`config.mk`:
```
export PLATFORM = sky130hd
export DESIGN_NAME = int_ctrl
export DESIGN_NICKNAME = d
export VERILOG_FILES = /design/src/common/int_ctrl_pkg.sv /design/src/hdl/level_cfg_reg.sv /design/src/hdl/level_arbiter.sv /design/src/hdl/int_ctrl.sv
export VERILOG_INCLUDE_DIRS = /design/src /design/src/common
export SDC_FILE = /design/constraint.sdc
export NUM_CORES = 1
export LEC_CHECK = 0
export BUFFER_PORTS_ARGS = -buffer_cell sky130_fd_sc_hd__clkbuf_2
export CAP_MARGIN = 25
export CORE_ASPECT_RATIO = 1.25
export CORE_MARGIN = 3
export CORE_UTILIZATION = 50
export CTS_BUF_LIST = sky130_fd_sc_hd__clkbuf_8 sky130_fd_sc_hd__clkbuf_16
export DETAILED_ROUTE_END_ITERATION = 8
export GPL_TIMING_DRIVEN = 0
export MAX_ROUTING_LAYER = met4
export PLACE_DENSITY = 0.71
export RECOVER_POWER = 25
export SETUP_SLACK_MARGIN = 0.2
export SLEW_MARGIN = 15
export SYNTH_ARGS = -nofsm -noshare
export SYNTH_HDL_FRONTEND = slang
export SYNTH_HIERARCHICAL = 1
export SYNTH_SLANG_ARGS = --single-unit
```
`constraint.sdc`:
```
create_clock -name ref_clk_i -period 36.1 [get_ports ref_clk_i]
set_input_delay 0 -clock ref_clk_i [delete_from_list [all_inputs] [get_ports ref_clk_i]]
set_output_delay 0 -clock ref_clk_i [all_outputs]
set_load 0.01 [all_outputs]
```
`src/common/int_ctrl_defs.svh`:
```
// Register offsets, field positions and reset values of the interrupt controller
`ifndef INT_CTRL_DEFS_SVH
`define INT_CTRL_DEFS_SVH

`define INT_CTRL_ADDR_W        8
`define INT_CTRL_DATA_W        16
`define INT_CTRL_NUM_SRC       20
`define INT_CTRL_NUM_CFG       10
`define INT_CTRL_LEVEL_W       3
`define INT_CTRL_VEC_W         5
`define INT_CTRL_IDX_W         5

// Level configuration registers, two bytes apart
`define INT_CTRL_CFG_BASE      8'h00
`define INT_CTRL_CFG_STRIDE    8'h02
`define INT_CTRL_CFG_LAST      8'h12
// Status, enable and clear of the controller's own events
`define INT_CTRL_EVT_STAT      8'h20
`define INT_CTRL_EVT_EN        8'h22
`define INT_CTRL_EVT_CLR       8'h24
// Presented request and pending snapshot
`define INT_CTRL_PRESENT       8'h26
`define INT_CTRL_PEND_LO       8'h28
`define INT_CTRL_PEND_HI       8'h2a

// Field layout of a level configuration register
`define INT_CTRL_ODD_LSB       8
`define INT_CTRL_ODD_MSB       10
`define INT_CTRL_EVEN_LSB      0
`define INT_CTRL_EVEN_MSB      2
`define INT_CTRL_LEVEL_RST     3'h0

// Event bits
`define INT_CTRL_EVT_ACCEPT    0
`define INT_CTRL_EVT_REPLACE   1
`define INT_CTRL_EVT_WITHDRAW  2
`define INT_CTRL_EVT_W         3
`define INT_CTRL_EVT_RST       3'h0

// Presented register layout
`define INT_CTRL_PRES_REQ      15
`define INT_CTRL_PRES_LVL_LSB  8
`define INT_CTRL_PRES_VEC_LSB  0

`endif

```
`src/common/int_ctrl_pkg.sv`:
```
// Types shared by the interrupt controller modules
package int_ctrl_pkg;

    typedef logic [2:0]  level_t;
    typedef logic [4:0]  vector_t;
    typedef logic [4:0]  src_idx_t;
    typedef logic [15:0] reg_word_t;

endpackage

```
`src/hdl/level_cfg_reg.sv`:
```
// One level configuration register holding two source levels
`timescale 1ns/1ps
`include "int_ctrl_defs.svh"

module level_cfg_reg (
    input  wire logic                    ref_clk_i,
    input  wire logic                    rst_i,
    input  wire logic                    wr_en_i,
    input  wire int_ctrl_pkg::reg_word_t wdata_i,
    output int_ctrl_pkg::level_t         odd_source_level_o,
    output int_ctrl_pkg::level_t         even_source_level_o,
    output int_ctrl_pkg::reg_word_t      rdata_o
);

    int_ctrl_pkg::level_t odd_q;
    int_ctrl_pkg::level_t odd_d;
    int_ctrl_pkg::level_t even_q;
    int_ctrl_pkg::level_t even_d;

    // reserved writes ignored
    always_comb begin
        odd_d  = odd_q;
        even_d = even_q;
        if (wr_en_i) begin
            odd_d  = wdata_i[`INT_CTRL_ODD_MSB:`INT_CTRL_ODD_LSB];
            even_d = wdata_i[`INT_CTRL_EVEN_MSB:`INT_CTRL_EVEN_LSB];
        end
    end

    // cleared at reset
    always_ff @(posedge ref_clk_i) begin
        if (rst_i) begin
            odd_q  <= `INT_CTRL_LEVEL_RST;
            even_q <= `INT_CTRL_LEVEL_RST;
        end else begin
            odd_q  <= odd_d;
            even_q <= even_d;
        end
    end

    assign odd_source_level_o  = odd_q;
    assign even_source_level_o = even_q;

    // reserved bits read zero
    always_comb begin
        rdata_o = '0;
        rdata_o[`INT_CTRL_ODD_MSB:`INT_CTRL_ODD_LSB]   = odd_q;
        rdata_o[`INT_CTRL_EVEN_MSB:`INT_CTRL_EVEN_LSB] = even_q;
    end

endmodule

```
`src/hdl/level_arbiter.sv`:
```
// Picks the pending source with the highest level, lowest index on a tie
`timescale 1ns/1ps

module level_arbiter #(
    parameter int NUM_SRC = 20
) (
    input  wire logic [NUM_SRC-1:0]   pending_i,
    input  wire logic [NUM_SRC*3-1:0] levels_i,
    output logic                      valid_o,
    output int_ctrl_pkg::src_idx_t    idx_o,
    output int_ctrl_pkg::level_t      level_o
);

    // highest level wins
    always_comb begin
        valid_o = 1'b0;
        idx_o   = '0;
        level_o = '0;
        for (int i = 0; i < NUM_SRC; i++) begin
            // Strict compare keeps the lower index on equal levels
            if (pending_i[i] && (!valid_o || levels_i[i*3 +: 3] > level_o)) begin
                valid_o = 1'b1;
                idx_o   = 5'(i);
                level_o = levels_i[i*3 +: 3];
            end
        end
    end

endmodule

```
`src/hdl/int_ctrl.sv`:
```
// Interrupt controller: level configuration, arbitration and CPU request
`timescale 1ns/1ps
`include "int_ctrl_defs.svh"

// Function
// Each level register is 16 bits, odd source in bits 10..8, even in 2..0, rest read 0.
// A level field is the priority itself, seven highest and zero lowest.
// All level fields are read/write and clear to zero at reset.
// Ten level registers serve twenty sources, two per register.
// Sources 0..4 are supply detect, port, power gen, clock gen and real-time clock.
// Sources 5..9 are timer 0, UART 0, timer 1, sync serial 0 and I2C.
// Sources 10..15 are PWM timer 0 and 1, UART 1, timer 2, sound gen and LCD driver.
// Sources 16..19 are the R/F converter channels 0..3.
// Among pending requests the highest level wins, lowest vector on a tie, others held.
// A pending request drives request, its level and its fixed vector to the CPU.
// A higher request replaces the unaccepted one, which stays held until its flag clears.
// The CPU never accepts a level zero request, so such a source is masked; the controller still presents it and the CPU refuses it.
// Levels are reached over the 16-bit register port and reserved writes are ignored.
module int_ctrl #(
    parameter int                    NUM_SRC  = `INT_CTRL_NUM_SRC,
    parameter int                    NUM_CFG  = `INT_CTRL_NUM_CFG,
    parameter int_ctrl_pkg::vector_t VEC_BASE = 5'h04
) (
    input  wire logic                    ref_clk_i,
    input  wire logic                    rst_i,
    input  wire logic [7:0]              reg_addr_i,
    input  wire int_ctrl_pkg::reg_word_t reg_wdata_i,
    input  wire logic                    reg_wr_i,
    input  wire logic                    reg_rd_i,
    output int_ctrl_pkg::reg_word_t      reg_rdata_o,
    input  wire logic                    supply_detect_irq_i,
    input  wire logic                    port_irq_i,
    input  wire logic                    power_gen_irq_i,
    input  wire logic                    clock_gen_irq_i,
    input  wire logic                    rtc_irq_i,
    input  wire logic                    timer0_irq_i,
    input  wire logic                    uart0_irq_i,
    input  wire logic                    timer1_irq_i,
    input  wire logic                    sync_serial0_irq_i,
    input  wire logic                    i2c0_irq_i,
    input  wire logic                    pwm_timer0_irq_i,
    input  wire logic                    pwm_timer1_irq_i,
    input  wire logic                    uart1_irq_i,
    input  wire logic                    timer2_irq_i,
    input  wire logic                    sound_gen_irq_i,
    input  wire logic                    lcd_driver_irq_i,
    input  wire logic                    rf_conv0_irq_i,
    input  wire logic                    rf_conv1_irq_i,
    input  wire logic                    rf_conv2_irq_i,
    input  wire logic                    rf_conv3_irq_i,
    input  wire logic                    cpu_ack_i,
    output logic                         cpu_req_o,
    output int_ctrl_pkg::level_t         cpu_level_o,
    output int_ctrl_pkg::vector_t        cpu_vector_o,
    output logic                         irq_o
);

    logic [NUM_SRC-1:0]               src_req;
    logic [NUM_SRC*3-1:0]             levels;
    logic [NUM_CFG-1:0]               cfg_wr;
    int_ctrl_pkg::reg_word_t          cfg_rdata [NUM_CFG];
    logic [NUM_SRC-1:0]               pending;
    logic [NUM_SRC-1:0]               ack_onehot;
    logic                             win_valid;
    int_ctrl_pkg::src_idx_t           win_idx;
    int_ctrl_pkg::level_t             win_level;

    logic [NUM_SRC-1:0]               accepted_q;
    logic [NUM_SRC-1:0]               accepted_d;
    logic                             req_q;
    logic                             req_d;
    int_ctrl_pkg::level_t             level_q;
    int_ctrl_pkg::level_t             level_d;
    int_ctrl_pkg::vector_t            vec_q;
    int_ctrl_pkg::vector_t            vec_d;
    int_ctrl_pkg::src_idx_t           idx_q;
    int_ctrl_pkg::src_idx_t           idx_d;

    logic [`INT_CTRL_EVT_W-1:0]       evt_set;
    logic [`INT_CTRL_EVT_W-1:0]       evt_stat_q;
    logic [`INT_CTRL_EVT_W-1:0]       evt_stat_d;
    logic [`INT_CTRL_EVT_W-1:0]       evt_en_q;
    logic [`INT_CTRL_EVT_W-1:0]       evt_en_d;
    int_ctrl_pkg::reg_word_t          rdata_q;
    int_ctrl_pkg::reg_word_t          rdata_d;

    // source order, low part
    assign src_req[0]  = supply_detect_irq_i;
    assign src_req[1]  = port_irq_i;
    assign src_req[2]  = power_gen_irq_i;
    assign src_req[3]  = clock_gen_irq_i;
    assign src_req[4]  = rtc_irq_i;
    // source order, timers and serial
    assign src_req[5]  = timer0_irq_i;
    assign src_req[6]  = uart0_irq_i;
    assign src_req[7]  = timer1_irq_i;
    assign src_req[8]  = sync_serial0_irq_i;
    assign src_req[9]  = i2c0_irq_i;
    // source order, upper peripherals
    assign src_req[10] = pwm_timer0_irq_i;
    assign src_req[11] = pwm_timer1_irq_i;
    assign src_req[12] = uart1_irq_i;
    assign src_req[13] = timer2_irq_i;
    assign src_req[14] = sound_gen_irq_i;
    assign src_req[15] = lcd_driver_irq_i;
    // converter channels ascending
    assign src_req[16] = rf_conv0_irq_i;
    assign src_req[17] = rf_conv1_irq_i;
    assign src_req[18] = rf_conv2_irq_i;
    assign src_req[19] = rf_conv3_irq_i;

    // ten registers, two sources each
    for (genvar g = 0; g < NUM_CFG; g++) begin : g_cfg
        assign cfg_wr[g] = reg_wr_i &&
            (reg_addr_i == 8'(`INT_CTRL_CFG_BASE + g * `INT_CTRL_CFG_STRIDE));

        level_cfg_reg u_cfg (
            .ref_clk_i           (ref_clk_i),
            .rst_i               (rst_i),
            .wr_en_i             (cfg_wr[g]),
            .wdata_i             (reg_wdata_i),
            .odd_source_level_o  (levels[(2*g+1)*3 +: 3]),
            .even_source_level_o (levels[(2*g)*3 +: 3]),
            .rdata_o             (cfg_rdata[g])
        );
    end

    // Source just accepted leaves arbitration at once
    always_comb begin
        ack_onehot = '0;
        if (cpu_ack_i && req_q) begin
            ack_onehot[idx_q] = 1'b1;
        end
    end

    // accepted sources held out until serviced
    assign pending = src_req & ~accepted_q & ~ack_onehot;

    // level used directly as priority
    level_arbiter #(
        .NUM_SRC (NUM_SRC)
    ) u_arb (
        .pending_i (pending),
        .levels_i  (levels),
        .valid_o   (win_valid),
        .idx_o     (win_idx),
        .level_o   (win_level)
    );

    // Accept mark drops when the peripheral flag clears, so a
    // still-set flag cannot re-interrupt the handler forever
    always_comb begin
        accepted_d = (accepted_q | ack_onehot) & src_req;
    end

    // request, level and vector follow the winner
    // newer higher request replaces presented one
    always_comb begin
        req_d   = win_valid;
        level_d = win_valid ? win_level : '0;
        idx_d   = win_valid ? win_idx : '0;
        vec_d   = win_valid ? 5'(VEC_BASE + win_idx) : '0;
    end

    always_ff @(posedge ref_clk_i) begin
        if (rst_i) begin
            accepted_q <= '0;
            req_q      <= 1'b0;
            level_q    <= '0;
            idx_q      <= '0;
            vec_q      <= '0;
        end else begin
            accepted_q <= accepted_d;
            req_q      <= req_d;
            level_q    <= level_d;
            idx_q      <= idx_d;
            vec_q      <= vec_d;
        end
    end

    // level zero still shown; the CPU refuses it
    assign cpu_req_o    = req_q;
    assign cpu_level_o  = level_q;
    assign cpu_vector_o = vec_q;

    // Controller events
    always_comb begin
        evt_set = '0;
        evt_set[`INT_CTRL_EVT_ACCEPT]   = cpu_ack_i && req_q;
        // replacement before acceptance
        evt_set[`INT_CTRL_EVT_REPLACE]  = req_q && !cpu_ack_i && win_valid &&
                                          (win_idx != idx_q);
        evt_set[`INT_CTRL_EVT_WITHDRAW] = req_q && !cpu_ack_i && !win_valid;
    end

    // Set wins over a clear in the same cycle
    always_comb begin
        evt_stat_d = evt_stat_q;
        evt_en_d   = evt_en_q;
        if (reg_wr_i && reg_addr_i == `INT_CTRL_EVT_CLR) begin
            evt_stat_d = evt_stat_q & ~reg_wdata_i[`INT_CTRL_EVT_W-1:0];
        end
        if (reg_wr_i && reg_addr_i == `INT_CTRL_EVT_EN) begin
            evt_en_d = reg_wdata_i[`INT_CTRL_EVT_W-1:0];
        end
        evt_stat_d = evt_stat_d | evt_set;
    end

    always_ff @(posedge ref_clk_i) begin
        if (rst_i) begin
            evt_stat_q <= `INT_CTRL_EVT_RST;
            evt_en_q   <= `INT_CTRL_EVT_RST;
        end else begin
            evt_stat_q <= evt_stat_d;
            evt_en_q   <= evt_en_d;
        end
    end

    assign irq_o = |(evt_stat_q & evt_en_q);

    // Read path, one cycle latency, unmapped reads zero
    always_comb begin
        rdata_d = '0;
        if (reg_rd_i) begin
            for (int i = 0; i < NUM_CFG; i++) begin
                if (reg_addr_i == 8'(`INT_CTRL_CFG_BASE + i * `INT_CTRL_CFG_STRIDE)) begin
                    rdata_d = cfg_rdata[i];
                end
            end
            case (reg_addr_i)
                `INT_CTRL_EVT_STAT: begin
                    rdata_d[`INT_CTRL_EVT_W-1:0] = evt_stat_q;
                end
                `INT_CTRL_EVT_EN: begin
                    rdata_d[`INT_CTRL_EVT_W-1:0] = evt_en_q;
                end
                `INT_CTRL_PRESENT: begin
                    rdata_d[`INT_CTRL_PRES_REQ] = req_q;
                    rdata_d[`INT_CTRL_PRES_LVL_LSB +: 3] = level_q;
                    rdata_d[`INT_CTRL_PRES_VEC_LSB +: 5] = vec_q;
                end
                `INT_CTRL_PEND_LO: begin
                    rdata_d = src_req[15:0];
                end
                `INT_CTRL_PEND_HI: begin
                    rdata_d[NUM_SRC-17:0] = src_req[NUM_SRC-1:16];
                end
                default: begin
                end
            endcase
        end
    end

    always_ff @(posedge ref_clk_i) begin
        if (rst_i) begin
            rdata_q <= '0;
        end else begin
            rdata_q <= rdata_d;
        end
    end

    assign reg_rdata_o = rdata_q;

endmodule

```
* Word level (Yosys, flattened, before mapping) *
Index checks and enable logic that the tools add are counted.
W data, S select, Z words.

word-level totals
  bits in registers = 116
  input port bits = 49
  output and inout bits = 26
  logic and storage cells = 239

operators by class
  add/subtract/negate cells = 1
  order comparisons = 21
  equal/unequal tests = 16
  mux-type cells = 80
  bitwise operators = 12
  reduce and logical (&&, ||, !) cells = 81

operators with widths
  cell                  count
  $mux W16              9
  $mux W3               26
  $and A20 B20 Y20      3
  $gt A3 B3 Y1          19
  $eq A8 B6 Y1 const B  6
  $not A20 Y20          2
  $logic_and A1 B1 Y1   37
  $mux W4               9
  $eq A8 B4 Y1 const B  4
  $mux W1               22
  $logic_not A1 Y1      21
  $mux W20              1
  $mux W5               4
  $or A20 B20 Y20       1
  $logic_or A1 B1 Y1    19
  $eq A8 B3 Y1 const B  2
  $eq A8 B5 Y1 const B  2
  $pmux W3 S5           1
  $mux W11              1
  $eq A8 B2 Y1 const B  1
  $logic_not A8 Y1      1
  $and A3 B3 Y3         2
  $lt A5 B6 Y1 const B  1
  $pmux W3 S2           1
  12 further kinds      16

* Longest topological paths before layout *
Gate-level depths: netlist (run 1).

  depth in word-level cells = 87
  gate-level depth with buffers = 168
  depth with buffers taken out = 165

* Modules after synthesis *
Netlist (run 1), hierarchy kept.

by module, submodules not included
  module         times used  cells each  area each (um^2)  seq. area each (um^2)
  int_ctrl       1           518         4006.3            1081.0
  level_cfg_reg  10          36          337.8             120.1
  level_arbiter  1           437         3016.6            0.0

* Least setup slack after synthesis (run 1) *
No wires, ideal clock.

  kind = register -> register
  start point = register req_q, in the netlist cpu_req_o
  end point = register evt_stat_q[1]
  setup time = 119 ps
  arrival time = 28036 ps
  data required time = 35981 ps
  path slack = 7945 ps
  stages on the path, launching flop included = 153
  path buffers = 3
  period minus slack after synthesis = 28155 ps
  path through = dfxtp_1 -> nand2_1 -> nor3_1 -> a21oi_1 -> and2_1 -> buf_6 -> nand2_1 -> ha_1 -> and3b_1 -> or2_4 -> a31oi_4 -> nor2_1 -> ha_1 -> a21oi_1 -> a21oi_1 -> o21ai_0 -> mux2_2 -> ha_1 -> [... 117 more ...] -> inv_1 -> a21o_1 -> a21oi_1 -> a31oi_1 -> o21ai_1 -> mux2i_1 -> ha_1 -> a21o_1 -> a21oi_1 -> a31oi_1 -> o21ai_1 -> nand4_1 -> a21oi_1 -> xor2_1 -> nor3_1 -> nand3_1 -> nand4b_1 -> nand2_1

on the way
  longest elaborated chain between the ends = 84
  elaborated cells between the ends (all ways) = 143
  classes of those cells = 19 x order compare; 1 x eq/ne; 59 x mux; 3 x bitwise; 61 x reduce/logical

ends and longest elaborated chain
  item                                              RTL line             text
  start, declared                                   int_ctrl.sv:70       logic req_q;
  start signal, assigned                            int_ctrl.sv:174      req_q <= req_d;
  $logic_and A1 B1 Y1 *                             int_ctrl.sv:131      if (cpu_ack_i && req_q) begin
  $mux W20 *                                        int_ctrl.sv:131
  $not A20 Y20 *                                    int_ctrl.sv:137      assign pending = src_req & ~accepted_q & ~ack_onehot;
  $and A20 B20 Y20 *                                int_ctrl.sv:137
  named net pending[0]                              int_ctrl.sv:62       logic [NUM_SRC-1:0] pending;
  $mux W3 or $mux W1 (tied branches)                level_arbiter.sv:21  if (pending_i[i] && (!valid_o || levels_i[i*3 +: 3] > level_o)) begin
  $gt A3 B3 Y1 or $logic_not A1 Y1 (tied branches)  level_arbiter.sv:21
  $logic_or A1 B1 Y1                                level_arbiter.sv:21
  [... 70 more ...]                                 n/a
  $gt A3 B3 Y1 or $logic_not A1 Y1 (tied branches)  level_arbiter.sv:21
  $logic_or A1 B1 Y1                                level_arbiter.sv:21
  $logic_and A1 B1 Y1                               level_arbiter.sv:21
  $mux W5 *                                         level_arbiter.sv:21
  named net win_idx[4]                              int_ctrl.sv:65       int_ctrl_pkg::src_idx_t win_idx;
  $ne A5 B5 Y1 *                                    int_ctrl.sv:192      (win_idx != idx_q);
  $logic_and A1 B1 Y1 *                             int_ctrl.sv:191      evt_set[`INT_CTRL_EVT_REPLACE] = req_q && !cpu_ack_i && win_valid &&
  $or A3 B3 Y3 *                                    int_ctrl.sv:206      evt_stat_d = evt_stat_d | evt_set;
  end signal, assigned                              int_ctrl.sv:211      evt_stat_q <= `INT_CTRL_EVT_RST;
  end signal, assigned                              int_ctrl.sv:214      evt_stat_q <= evt_stat_d;
  end, declared                                     int_ctrl.sv:80       logic [`INT_CTRL_EVT_W-1:0] evt_stat_q;

Mark *: on every way through the listed nets, which the timed path passes. The rest lies on a longest branch.
A chain may end at the register's enable or synchronous reset.

* Final worst setup path (run 1) *
Same ends and word-level chain as after synthesis.

==> results of run 1 <==
==> area by class of cell <==
class                           instances  area (sq um)
Inverter                               60         225.2
Sequential cell                       114          2282
Tap cell                              270         337.8
Buffer                                213          1511
Clock buffer                           18         439.2
Multi-Input combinational cell       1018          6744
Fill cell                            1893          8056
Clock inverter                         14         153.9
Timing Repair Buffer                   84         496.7
==> cell usage in the layout (no fill, tap or decap), types with 27 or more instances in the layout <==
master,Yosys,final
conb_1,10,100
nor2_1,143,143
mux2i_1,74,74
clkbuf_1,22,47
buf_4,163,162
dfxtp_1,114,114
clkbuf_2,0,37
o21ai_0,65,64
a21oi_1,70,69
and2_1,35,35
inv_1,58,59
ha_1,47,47
nor3_1,28,27
nand2_1,79,79
==> sequential cells by signal (all words and copies together), names as in the netlist, 3 cells and up <==
name and flops:
evt_en_q 3, idx_q 3, accepted_q 20, reg_rdata_o 16
g_cfg.u_cfg/odd_source_level_o 30, evt_stat_q 3, cpu_vector_o 5, g_cfg.u_cfg/even_source_level_o 30
cpu_level_o 3
==> cells by family after synthesis <==
group                      after synthesis
adders and majority gates               47
DFF                                    114
buffers and inverters                  273
and+or+nand+nor                        419
AOI/OAI and AO/OA                      352
xor gates and xnor gates                 6
other                                   10
muxes                                   94
==> per-layer routing <==
| metal | share of wire (%) | track usage, % | vias up |
|---|---|---|---|
| li1 | - | - | 4886 |
| met1 | 40 | 36.82 | 4788 |
| met2 | 48 | 51.06 | 488 |
| met3 | 6.3 | 3.666 | 123 |
| met4 | 5.0 | 13.28 | 0 |
| met5 | 0 | - | - |
==> timing repair <==
item,CTS,global route
hold buffers,21,0
resized for setup,0,7
setup endpoints to repair,0,12
endpoints found under the hold margin,25,0
==> worst max-delay path, delay by kind of cell (launching register included) <==
family          cells  cell delay (ps)
flops               1              400
simple gates       40             8070
compound gates     80            17800
fa+ha+maj          19             5340
xor+xnor            1              130
mux                 3              840
buf+inv             7              890
==> worst min-delay path by stage <==
stage                         startpoint                                                 end  slack (ps)  cells after the start
after floorplan                    rst_i  g_cfg[0].u_cfg/even_source_level_o[0]$_SDFFE_PP0P_          70                      1
after global placement    rf_conv2_irq_i                           accepted_q[18]$_SDFF_PP0_         270                      2
after detailed placement  rf_conv2_irq_i                           accepted_q[18]$_SDFF_PP0_         280                      2
after CTS                 reg_wdata_i[8]   g_cfg[8].u_cfg/odd_source_level_o[0]$_SDFFE_PP0P_          90                      3
after global routing      reg_wdata_i[9]   g_cfg[3].u_cfg/odd_source_level_o[1]$_SDFFE_PP0P_         110                      3
final                     reg_wdata_i[8]   g_cfg[6].u_cfg/odd_source_level_o[0]$_SDFFE_PP0P_          80                      3
==> metrics by stage <==
| step | util [%] | setup slack (ps) | power (mW) |
|---|---|---|---|
| floorplan | - | 7945 | 0.3811 |
| detailed placement | 56.29 | 2273 | 0.4620 |
| finish | 60.21 | 2499 | 0.6465 |
| CTS | 60.26 | 2050 | 0.6348 |
| global placement | 56.24 | 2771 | 0.4527 |
| global route | 60.21 | 273.3 | 0.6829 |
==> power groups by stage <==
| stage | combinational, mW | sequential, mW | clock (mW) |
|---|---|---|---|
| final | 0.337 | 0.138 | 0.171 |
| after global routing | 0.367 | 0.138 | 0.177 |
| after CTS | 0.325 | 0.137 | 0.173 |
| after detailed placement | 0.322 | 0.140 | 0 |
| after global placement | 0.313 | 0.140 | 0 |
| after floorplan | 0.241 | 0.140 | 0 |
==> impl_summary.md, run 1 <==
Synth
The sequential fraction of the synthesis area is between 20% and 30%. The number of synthesized register bits is 114. The XOR/XNOR share of the synthesized area is 0.5052%.

The most used flip-flop cell after synthesis is dfxtp_1. In the post-synthesis netlist, the cell with the most instances is buf_4. The area fraction of the dominant cell type after synthesis is 21.94%. The average instance area after synthesis is 7.910 sq um. The largest family of logic cells by synthesized area is compound AO/OA/AOI/OAI gates.

The compound-cell area share of the yosys netlist is between 20% and 30%. The yosys synthesis warning count is 6. The simple-gate share of the synthesized area is 20.65%. The synthesized netlist occupies a cell area of 10400 sq um. The commonest cells after synthesis are buf_4, nor2_1, dfxtp_1, nand2_1, mux2i_1.

In the post-synthesis netlist, the biggest area contributors are dfxtp_1, buf_4, mux2i_1, ha_1, nor2_1. The top cell type by total area after synthesis is dfxtp_1. Of all flip-flops after synthesis, the portion carrying an async set or reset was 0%. The number of enable-type register cells in the synthesized netlist is 0.

In the synthesized netlist, mux cells make up under 10% of the area. The cell count after synthesis is 1315. The number of library cell types mapped by synthesis is 100. The area share of fa/ha/maj cells after synthesis is 5.654%.

Status
The run finished, with violations left. The final reports fail on capacitance limit, slew limit.

Detailed routing
Dividing the detail-routed wire length by the instance count gives 19.11 microns. The total number of vias is 10290. The total DRC errors in the routed layout is 0. Before antenna repair, the detailed router went through 6 iterations. The final wirelength is 34.23 mm.

After detailed routing, the number of vias per cell comes to 5.743. The count of nets left with antenna violations after detail routing is 0. The count of routing violations after the opening detailed-route iteration is 1098.

Worst setup path
The capturing element type of the critical path is a register. The internal reg-to-reg setup slack is 2500 ps. The critical path is of the reg -> reg type.

The start point of the critical path is cpu_req_o$_SDFF_PP0_. In this run the worst path has a maximum fanout of 10. The startpoint identified for the worst register-to-register timing path is cpu_req_o$_SDFF_PP0_.

The required time of the critical path is 36420 ps. The largest incremental delay on the critical path is 610 ps. The worst-case reg-to-reg path depth is 150. The most numerous cell type found on the critical path is a21oi_1. The worst register-to-register path ends at evt_stat_q[1]$_SDFF_PP0_. The slowest stage of the critical path is the or4_4 cell. STA puts the critical path data arrival time at roughly 34000 ps. The startpoint type of the worst setup path is a register. The most critical setup path has its endpoint at evt_stat_q[1]$_SDFF_PP0_.

Global route
In the global route stage, overall resource usage came out at approximately 30%. Global routing finished with a remaining overflow of 0. The via count of the first global-routing pass is 9423. The global-route wire length before repair is 52.18 mm.

Entering global routing, the biggest net connects 63 pins. The number of antenna violations at the first check in global routing is 0.

Layout
For this run, the post-layout net count is about 1600. Leaving out filler cells and counting taps, the final layout contains 1791. From synthesis to final layout, the design area changed by 17.20%. The antenna diode instance count is 0.

The summed area of non-filler cells in the final layout is 12190 sq um. The share of cells above drive strength 1 is 21.63%.

Power and ir drop
Cell internal power was estimated by the tool at 0.3743 mW. The total net switching power is roughly 0.27 mW. Power spread over the standard cell area amounts to 53.03 nW/um^2. The clock network is responsible for 26.5% of the overall power.

The relative contribution of sequential cells to total power is 21.3%. The switching share of total power is a little over two fifths. The share of total power dissipated in combinational logic is between 50% and 60%. VDD sags by at most approximately 0.043 mV. The static power due to leakage is between 5 and 6 nW.

Die
The vertical die dimension is 167.3 microns. The number of rows in the core area is a little under 60. The floorplan step set the die width to 135.0 microns. The number of placed I/O pins is between 70 and 80.

The initial core utilization is 51.37%. The floorplan step defined a die boundary enclosing 22580 sq um. The total area inside the core boundary comes to 20250 sq um.

Clock network
The maximum level of the CTS H-tree is 4. The clock input transition at the sequential cells of the worst setup and hold paths is 60 ps. TritonCTS created 17 clock buffers. The clock passes through at most 2 buffers.

The number of clock sinks seen by CTS is 114. For the worst-skew pair, the clock arrives at the later sink with an insertion delay of 430 ps. TritonCTS built the clock tree. The root buffer cell is clkbuf_16. The number of buffers added for setup after CTS is 0.

Timing
The time the final worst path needs with I/O delays and setup is between 30000 and 40000 ps. The clock skew after layout is 9.074 ps. The max-slew violation count is 63. The final period utilization is 93.08%. The worst hold-check slack is between 80 and 90 ps. Setup repair after global routing left no endpoint under its margin. Adding up every negative setup slack in the final design gives 0 ps. Setup violations remaining at the end of the flow were counted as 0. The final hold violation count is 0. Based on the critical path, the design can be clocked at up to 0.02976 GHz. The transition at the pin with the smallest max-transition slack is approximately 2900 ps. The worst pin sits at a relative slew slack of -94.41%.

Place
Once placement completed, the tool counted placed cells totaling 1738. At the end of routability-driven placement, the weighted congestion stood at 0.9750. Input and output buffers added on the ports amount to 62. The placed standard-cell area is approximately 11000 sq um. Detailed placement ended at an HPWL of between 20 and 30 mm.

Job
The max-capacitance violation count is 1.

Worst hold path
In this run the worst hold path is classified as in -> reg.
No activity file was read; power rests on OpenSTA's default activity.
==> run 2, diff against run 1 <==
ABC_AREA = 1   (was unset)
PLACE_DENSITY = 0.66   (was 0.71)
==> run 2 against run 1 <==
The flow now finishes without violations. Maximum frequency rose by 37%. Worst hold slack lost 44 ps. Synthesized cell count increased by 27%. Via count is 1.4% lower. Register-to-register slack better by 9000 ps. First-iteration DRC count shrank 43%. Non-clock buffer count shrank 16. Routed wire length fell by 12%. Setup slack improved by 9000 ps. Critical endpoint unchanged. Largest cell class unchanged.
==> impl_summary.md, run 2 <==
Die
The die is 133.8 microns wide. In this run the standard cell core region covers 19760 sq um. The floorplan step set the die height to 165.8 microns. Once the floorplan was initialized, standard cells occupied 51.70% of the core.

The floorplan step defined a die boundary enclosing between 20000 and 25000 sq um. The number of rows in the core area is 57. During I/O placement, the number of pins put on the boundary was 75.

Place
Routability-driven placement finished with a final weighted congestion of 0.9149. Detailed placement ended at an HPWL of between 20 and 25 mm. The count of input and output buffers is 64.

The number of instances in the placed design is between 2000 and 2500.

Synth
Yosys attributes the largest share of cell area to dfxtp_1, nand2_1, buf_4, inv_1, nor2_1. After synthesis, the largest area contributor takes up 22.34% of total cell area. After synthesis, the share of flip-flops with an asynchronous set or reset is 0%. The most used flip-flop cell after synthesis is dfxtp_1.

The yosys synthesis warning count is 6. Of the synthesized area, sequential elements account for 22.34%. The top cell type by total area after synthesis is dfxtp_1.

In this run the cell area of the synthesized design comes to about 10000 sq um. After synthesis, the most frequently instantiated cells are nand2_1, inv_1, nor2_1, buf_4, dfxtp_1. The most frequent cell after synthesis is nand2_1.

In this run, synthesis inferred 0 flip-flops with an integrated enable. Synthesis produced 1672 cells. The number of synthesized register bits is 114.

The average instance area after synthesis is around 6.1 sq um. The number of different library cells used by synthesis comes to 45.

Timing
In this run the tightest slew margin relative to its limit is 45.19%. Derived from the worst setup path, the maximum achievable clock frequency is 0.04062 GHz. At the pin with the least slew margin, the transition time is 815.8 ps.

The setup TNS is 0 ps. The max-slew violation count came to 0. The final hold violation count is 0. The time the final worst path needs with I/O delays and setup is 24620 ps. Setup repair after global routing left no endpoint under its margin. The count of endpoints failing setup in the final report is 0. Dividing the final minimum period by the clock period gives 68.19%. The clock skew after layout is just under 8 ps.

Worst setup path
The maximum net fanout on the critical path is 8. Among all stages on the critical path, the largest delay is contributed by nor3_1. Data on the critical path arrives at its endpoint at 24900 ps. The required time of the critical path is 36390 ps.

By startpoint and endpoint, the worst setup path is classified as reg -> reg. The capturing element type of the critical path is a register. The largest incremental delay on the critical path is 570 ps. The cell type with the highest occurrence count on the critical path is nand2_1. The startpoint type of the worst setup path is a register.

Layout
The count of non-filler cells in the finished layout is 2145. The library cell used most frequently in the layout, excluding fill and tap cells, is nand2_1. The repair_antennas step left the layout with diodes totalling 0. In the layout the commonest cells are nand2_1, inv_1, nor2_1. Of the cells placed in the final design, the portion with a size suffix greater than 1 is 17.39%. In the final design database the tool counted 1963 nets.

Relative to the synthesized area, the layout overhead comes to 17.74%. For this run, the share of the core covered by cells in the final layout is 60.87%.

Detailed routing
The total number of vias is 10140. For this block, the routed nets add up to 30.13 mm of wire. Before antenna repair, the detailed router went through 5 iterations.

In the final routed layout, each cell accounts on average for approximately 14 microns. For this run, design rule violations remaining after detail routing come to 0. In the routed layout, each cell is associated on average with a via count of 4.727. The detailed router finished its first iteration with a little over 600 violations. The count of nets left with antenna violations after detail routing is 0.

Global route
Entering global routing, the biggest net connects 17 pins. The total global routing overflow is 0. The first global-routing pass estimated approximately 47 mm of wire. The via count of the first global-routing pass is 9295. The number of antenna violations at the first check in global routing was 0. Global routing consumed, over all layers together, about 28% of the routing resources.

Clock network
At the later pin of the worst-skew pair, clock insertion delay measures 430 ps. Clock tree synthesis selected as its root buffer the cell clkbuf_16. The number of setup buffers added after CTS is 0. The maximum level of the CTS H-tree is 4. The TritonCTS clock tree is yes.

The number of buffers on the longest clock path is 2. The number of clock sinks seen by CTS is between 100 and 150. The CTS buffer count is 17. The clock input transition at the sequential cells of the worst setup and hold paths is 50 ps. Gates resized during post-CTS repair numbered 0.

Job
Max-cap violations in this run came to 0.

Status
The flow ran to the end, and the final reports show no timing, DRC or antenna violations.

Worst hold path
The tightest min-delay check is of the in -> reg type.
run 2: final timing paths:
| check | startpoint | end | slack, ps | cells past startpoint |
|---|---|---|---|---|
| setup / recovery | cpu_req_o$_SDFF_PP0_ | evt_stat_q[1]$_SDFF_PP0_ | 11480 | 175 |
| hold / removal | reg_wr_i | evt_en_q[2]$_SDFFE_PP0P_ | 40 | 3 |
| setup reg to reg | cpu_req_o$_SDFF_PP0_ | evt_stat_q[1]$_SDFF_PP0_ | 11480 | 175 |
| hold reg to reg | evt_en_q[2]$_SDFFE_PP0P_ | evt_en_q[2]$_SDFFE_PP0P_ | 480 | 2 |
run 2: repair_timing:
| item | 4_1_cts | 5_1_grt |
|---|---|---|
| endpoints found under the setup margin | 0 | 0 |
| hold endpoints to repair | 28 | 0 |
| hold buffers | 22 | 0 |
run 2: cell type report:
cell class / instances / area, sq um
Fill cell: 2021 / 7730
Multi-Input combinational cell: 1198 / 5833
Sequential cell: 114 / 2282
Buffer: 195 / 1443
Inverter: 255 / 957.2
Timing Repair Buffer: 86 / 509.2
Clock buffer: 19 / 452.9
Tap cell: 265 / 331.6
Clock inverter: 13 / 216.5
run 2: logic make-up (layout without fill, tap and decap cells):
family / count (synthesis) / after routing / share of synthesized area (%)
compound gates: 143 / 143 / 7.779
xor+xnor: 2 / 2 / 0.1715
fa+ha+maj: 47 / 47 / 5.758
buf+inv: 450 / 568 / 23.68
flops: 114 / 114 / 22.34
other cells: 10 / 100 / 0.3676
simple gates: 906 / 906 / 39.90
run 2: stage by stage:
stage	instance area, sq um	hold slack (ps)	setup slack, ps
6_report	12030	36.91	11480
5_1_grt	12030	63.04	8776
4_1_cts	12090	16.96	11590
3_5_place_dp	11200	273.0	11680
3_3_place_gp	11200	266.0	12160
2_1_floorplan	10550	135.7	15130
run 2: critical path: cells and delay by family (launching register included):
| kind | cells | cell delay (ps) |
|---|---|---|
| and+or+nand+nor | 90 | 9370 |
| AOI/OAI and AO/OA | 48 | 7590 |
| adders and majority gates | 19 | 5770 |
| buffers and inverters | 18 | 1370 |
| DFF | 1 | 320 |
run 2: metal layers:
| metal | routed length, microns | up-vias | share of wire [%] | global-route usage [%] |
|---|---|---|---|---|
| met5 | 0 | - | 0 | - |
| li1 | - | 5330 | - | - |
| met3 | 1410 | 43 | 4.7 | 4.030 |
| met4 | 777 | 0 | 2.6 | 8.054 |
| met1 | 12770 | 4546 | 42 | 31.87 |
| met2 | 15170 | 221 | 50 | 49.62 |
Power of run 2 is left out: the tool's default activity adds up to more than one toggle a clock period on the data nets, which glitch-free logic cannot reach.
==> run 3, diff against run 2 <==
PLACE_DENSITY = 0.69   (was 0.66)
clock period = 19.9 ns   (was 36.1 ns; I/O delays follow)
==> run 3 against run 2 <==
The run now ends with setup timing left. Sequential cell count is the same. Core utilization grew 8.5 points. Die area is the same. Critical path depth grew 7. Highest routed layer unchanged.
==> impl_summary.md, run 3 (synthesis gave the netlist of run 2 again) <==
Timing
Setup repair after global routing could not meet its margin everywhere. For the pin with the worst max-slew slack, the measured transition is approximately 870 ps. Adding up every negative setup slack in the final design gives -5673 ps. The count of endpoints failing setup in the final report is 12. The highest attainable clock frequency is 0.04818 GHz. The worst pin sits at a relative slew slack of 41.26%. The final hold violation count is 0. The worst hold-check slack is about 26 ps. The routed design could run at a clock period as short as slightly above 20000 ps. The clock skew after layout is 5.683 ps.

The setup slack after layout is -856.9 ps. The final period utilization is 104.3%. The max-slew violation count is 0.

Global route
The most congested layer reported by global routing is met2. The total overflow left after global routing is 0. The pin count of the biggest net entering global routing is 17. The number of antenna violations at the first check in global routing was 0. The global-route wire length before repair is 51.02 mm.

The met1 track utilization from global routing is about a third. Global routing used between 20% and 30% of the available tracks. Global routing consumed, on the met3 layer, 3.758% of the routing resources. The global routing usage on met2 is 52.43%. The via count of the first global-routing pass is 10300.

Die
The initial core utilization is about half. The region available for standard cell placement spans 19760 sq um. The number of rows in the core area is 57. The die outline area is about 22000 sq um.

The vertical die dimension is 165.8 microns. The die span in x is roughly 130 microns. The number of placed I/O pins is 75.

Place
The count of input and output buffers is 64. The placement-stage worst setup slack is -2373 ps. The routability-driven placement congestion ratio is 0.9255.

Once placement completed, the tool counted placed cells totaling 2091. Detailed placement finished with a half-perimeter wire length of 23.98 mm.

Worst setup path
In this run the worst path has a maximum fanout of 7. The cell type with the highest occurrence count on the critical path is nand2_4. The slowest cell on the critical path is dfxtp_4. The largest incremental delay on the critical path is 350 ps.

The worst path buffer plus inverter count is 27. Broken down by cell family, the worst path's largest delay share belongs to simple AND/OR/NAND/NOR gates. The required time of the critical path is 20190 ps. The startpoint type of the worst setup path is a register.

Data arrives at the worst endpoint at 21050 ps. The capturing element type of the critical path is a register. By startpoint and endpoint, the worst setup path is classified as reg -> reg.

Clock network
The number of buffers on the longest clock path is 2. For the worst-skew pair, the clock arrives at the later sink with an insertion delay of 420 ps. The TritonCTS clock tree is yes. The clock input transition at the sequential cells of the worst setup and hold paths is about 60 ps. The root buffer cell is clkbuf_16. The maximum level of the CTS H-tree is 4. The CTS buffer count is 17. The number of clock sinks seen by CTS is 114.

Layout
Excluding fillers, the count of instances in the completed layout stands at 2262. Cells with a size suffix above 1 make up approximately 30% of the layout. Leaving out fill and tap cells, the most frequent cells in the layout are nand2_1, buf_4, nor2_1. The area added between synthesis and finish is 34.26%. The commonest non-fill, non-tap cell in the layout is nand2_1.

The final-stage net count is 2080. The antenna diode instance count is 0.

Status
The run finished, with violations left. The final reports fail on setup timing.

Detailed routing
The ratio of routed vias to standard cells is 4.851. The count of routing violations after the opening detailed-route iteration is 711. After detailed routing, the number of remaining DRC violations is 0.

Summing over every cut layer, the via total after detailed routing is 10970. The count of nets left with antenna violations after detail routing is 0. The routed length per instance is 14.60 microns.

Summed over all layers, the routed wires come to 33.03 mm. For this run, the detailed router's first-pass iteration total came to 5.

Job
Across the run, the number of max-cap violations was 0.

Worst hold path
In this run the worst hold path is classified as in -> reg.
run 3: tightest hold or removal path, cell delays in order:
cell	delay [ps]
clkbuf_2	120
nand2_4	90
buf_4	120
a21oi_1	60
run 3: layout make-up:
class / count / area [sq um]
clock inverter: 11 / 135.1
inverter: 255 / 959.7
buffer: 195 / 1461
fill: 1763 / 6042
sequential: 114 / 2302
multi-input combinational: 1198 / 6630
timing repair buffer: 203 / 1413
clock buffer: 21 / 480.5
tap: 265 / 331.6
run 3: what timing repair did:
| action | in CTS | in global routing |
|---|---|---|
| setup endpoints to repair | 12 | 12 |
| hold buffers | 22 | 0 |
| setup buffers | 90 | 27 |
| endpoints found under the hold margin | 27 | 0 |
| gates resized for setup | 123 | 75 |
| pin swaps | 116 | 125 |
| cloned | 0 | 0 |
run 3: path summary, 6_finish.rpt:
check | startpoint | to | slack (ps) | cells after the start
worst max-delay path | cpu_req_o$_SDFF_PP0_ | evt_stat_q[1]$_SDFF_PP0_ | -860 | 182
worst min-delay path | cpu_ack_i | evt_stat_q[0]$_SDFF_PP0_ | 30 | 4
worst min register to register | evt_en_q[2]$_SDFFE_PP0P_ | evt_en_q[2]$_SDFFE_PP0P_ | 470 | 2
worst max register to register | cpu_req_o$_SDFF_PP0_ | evt_stat_q[1]$_SDFF_PP0_ | -860 | 182
run 3: routing by layer:
metal  vias to the layer above  wire (microns)
li1                       5571               -
met1                      5008           13210
met2                       302           16820
met3                        91            1460
met4                         0            1542
met5                         -               0
run 3: per-stage QoR:
| stage | utilization [%] | cell area [sq um] |
|---|---|---|
| global route | 69.42 | 13710 |
| global placement | 57.26 | 11310 |
| floorplan | - | 10660 |
| detailed placement | 57.26 | 11310 |
| finish | 69.42 | 13710 |
| CTS | 66.96 | 13230 |
Power of run 3 is left out for the same reason.
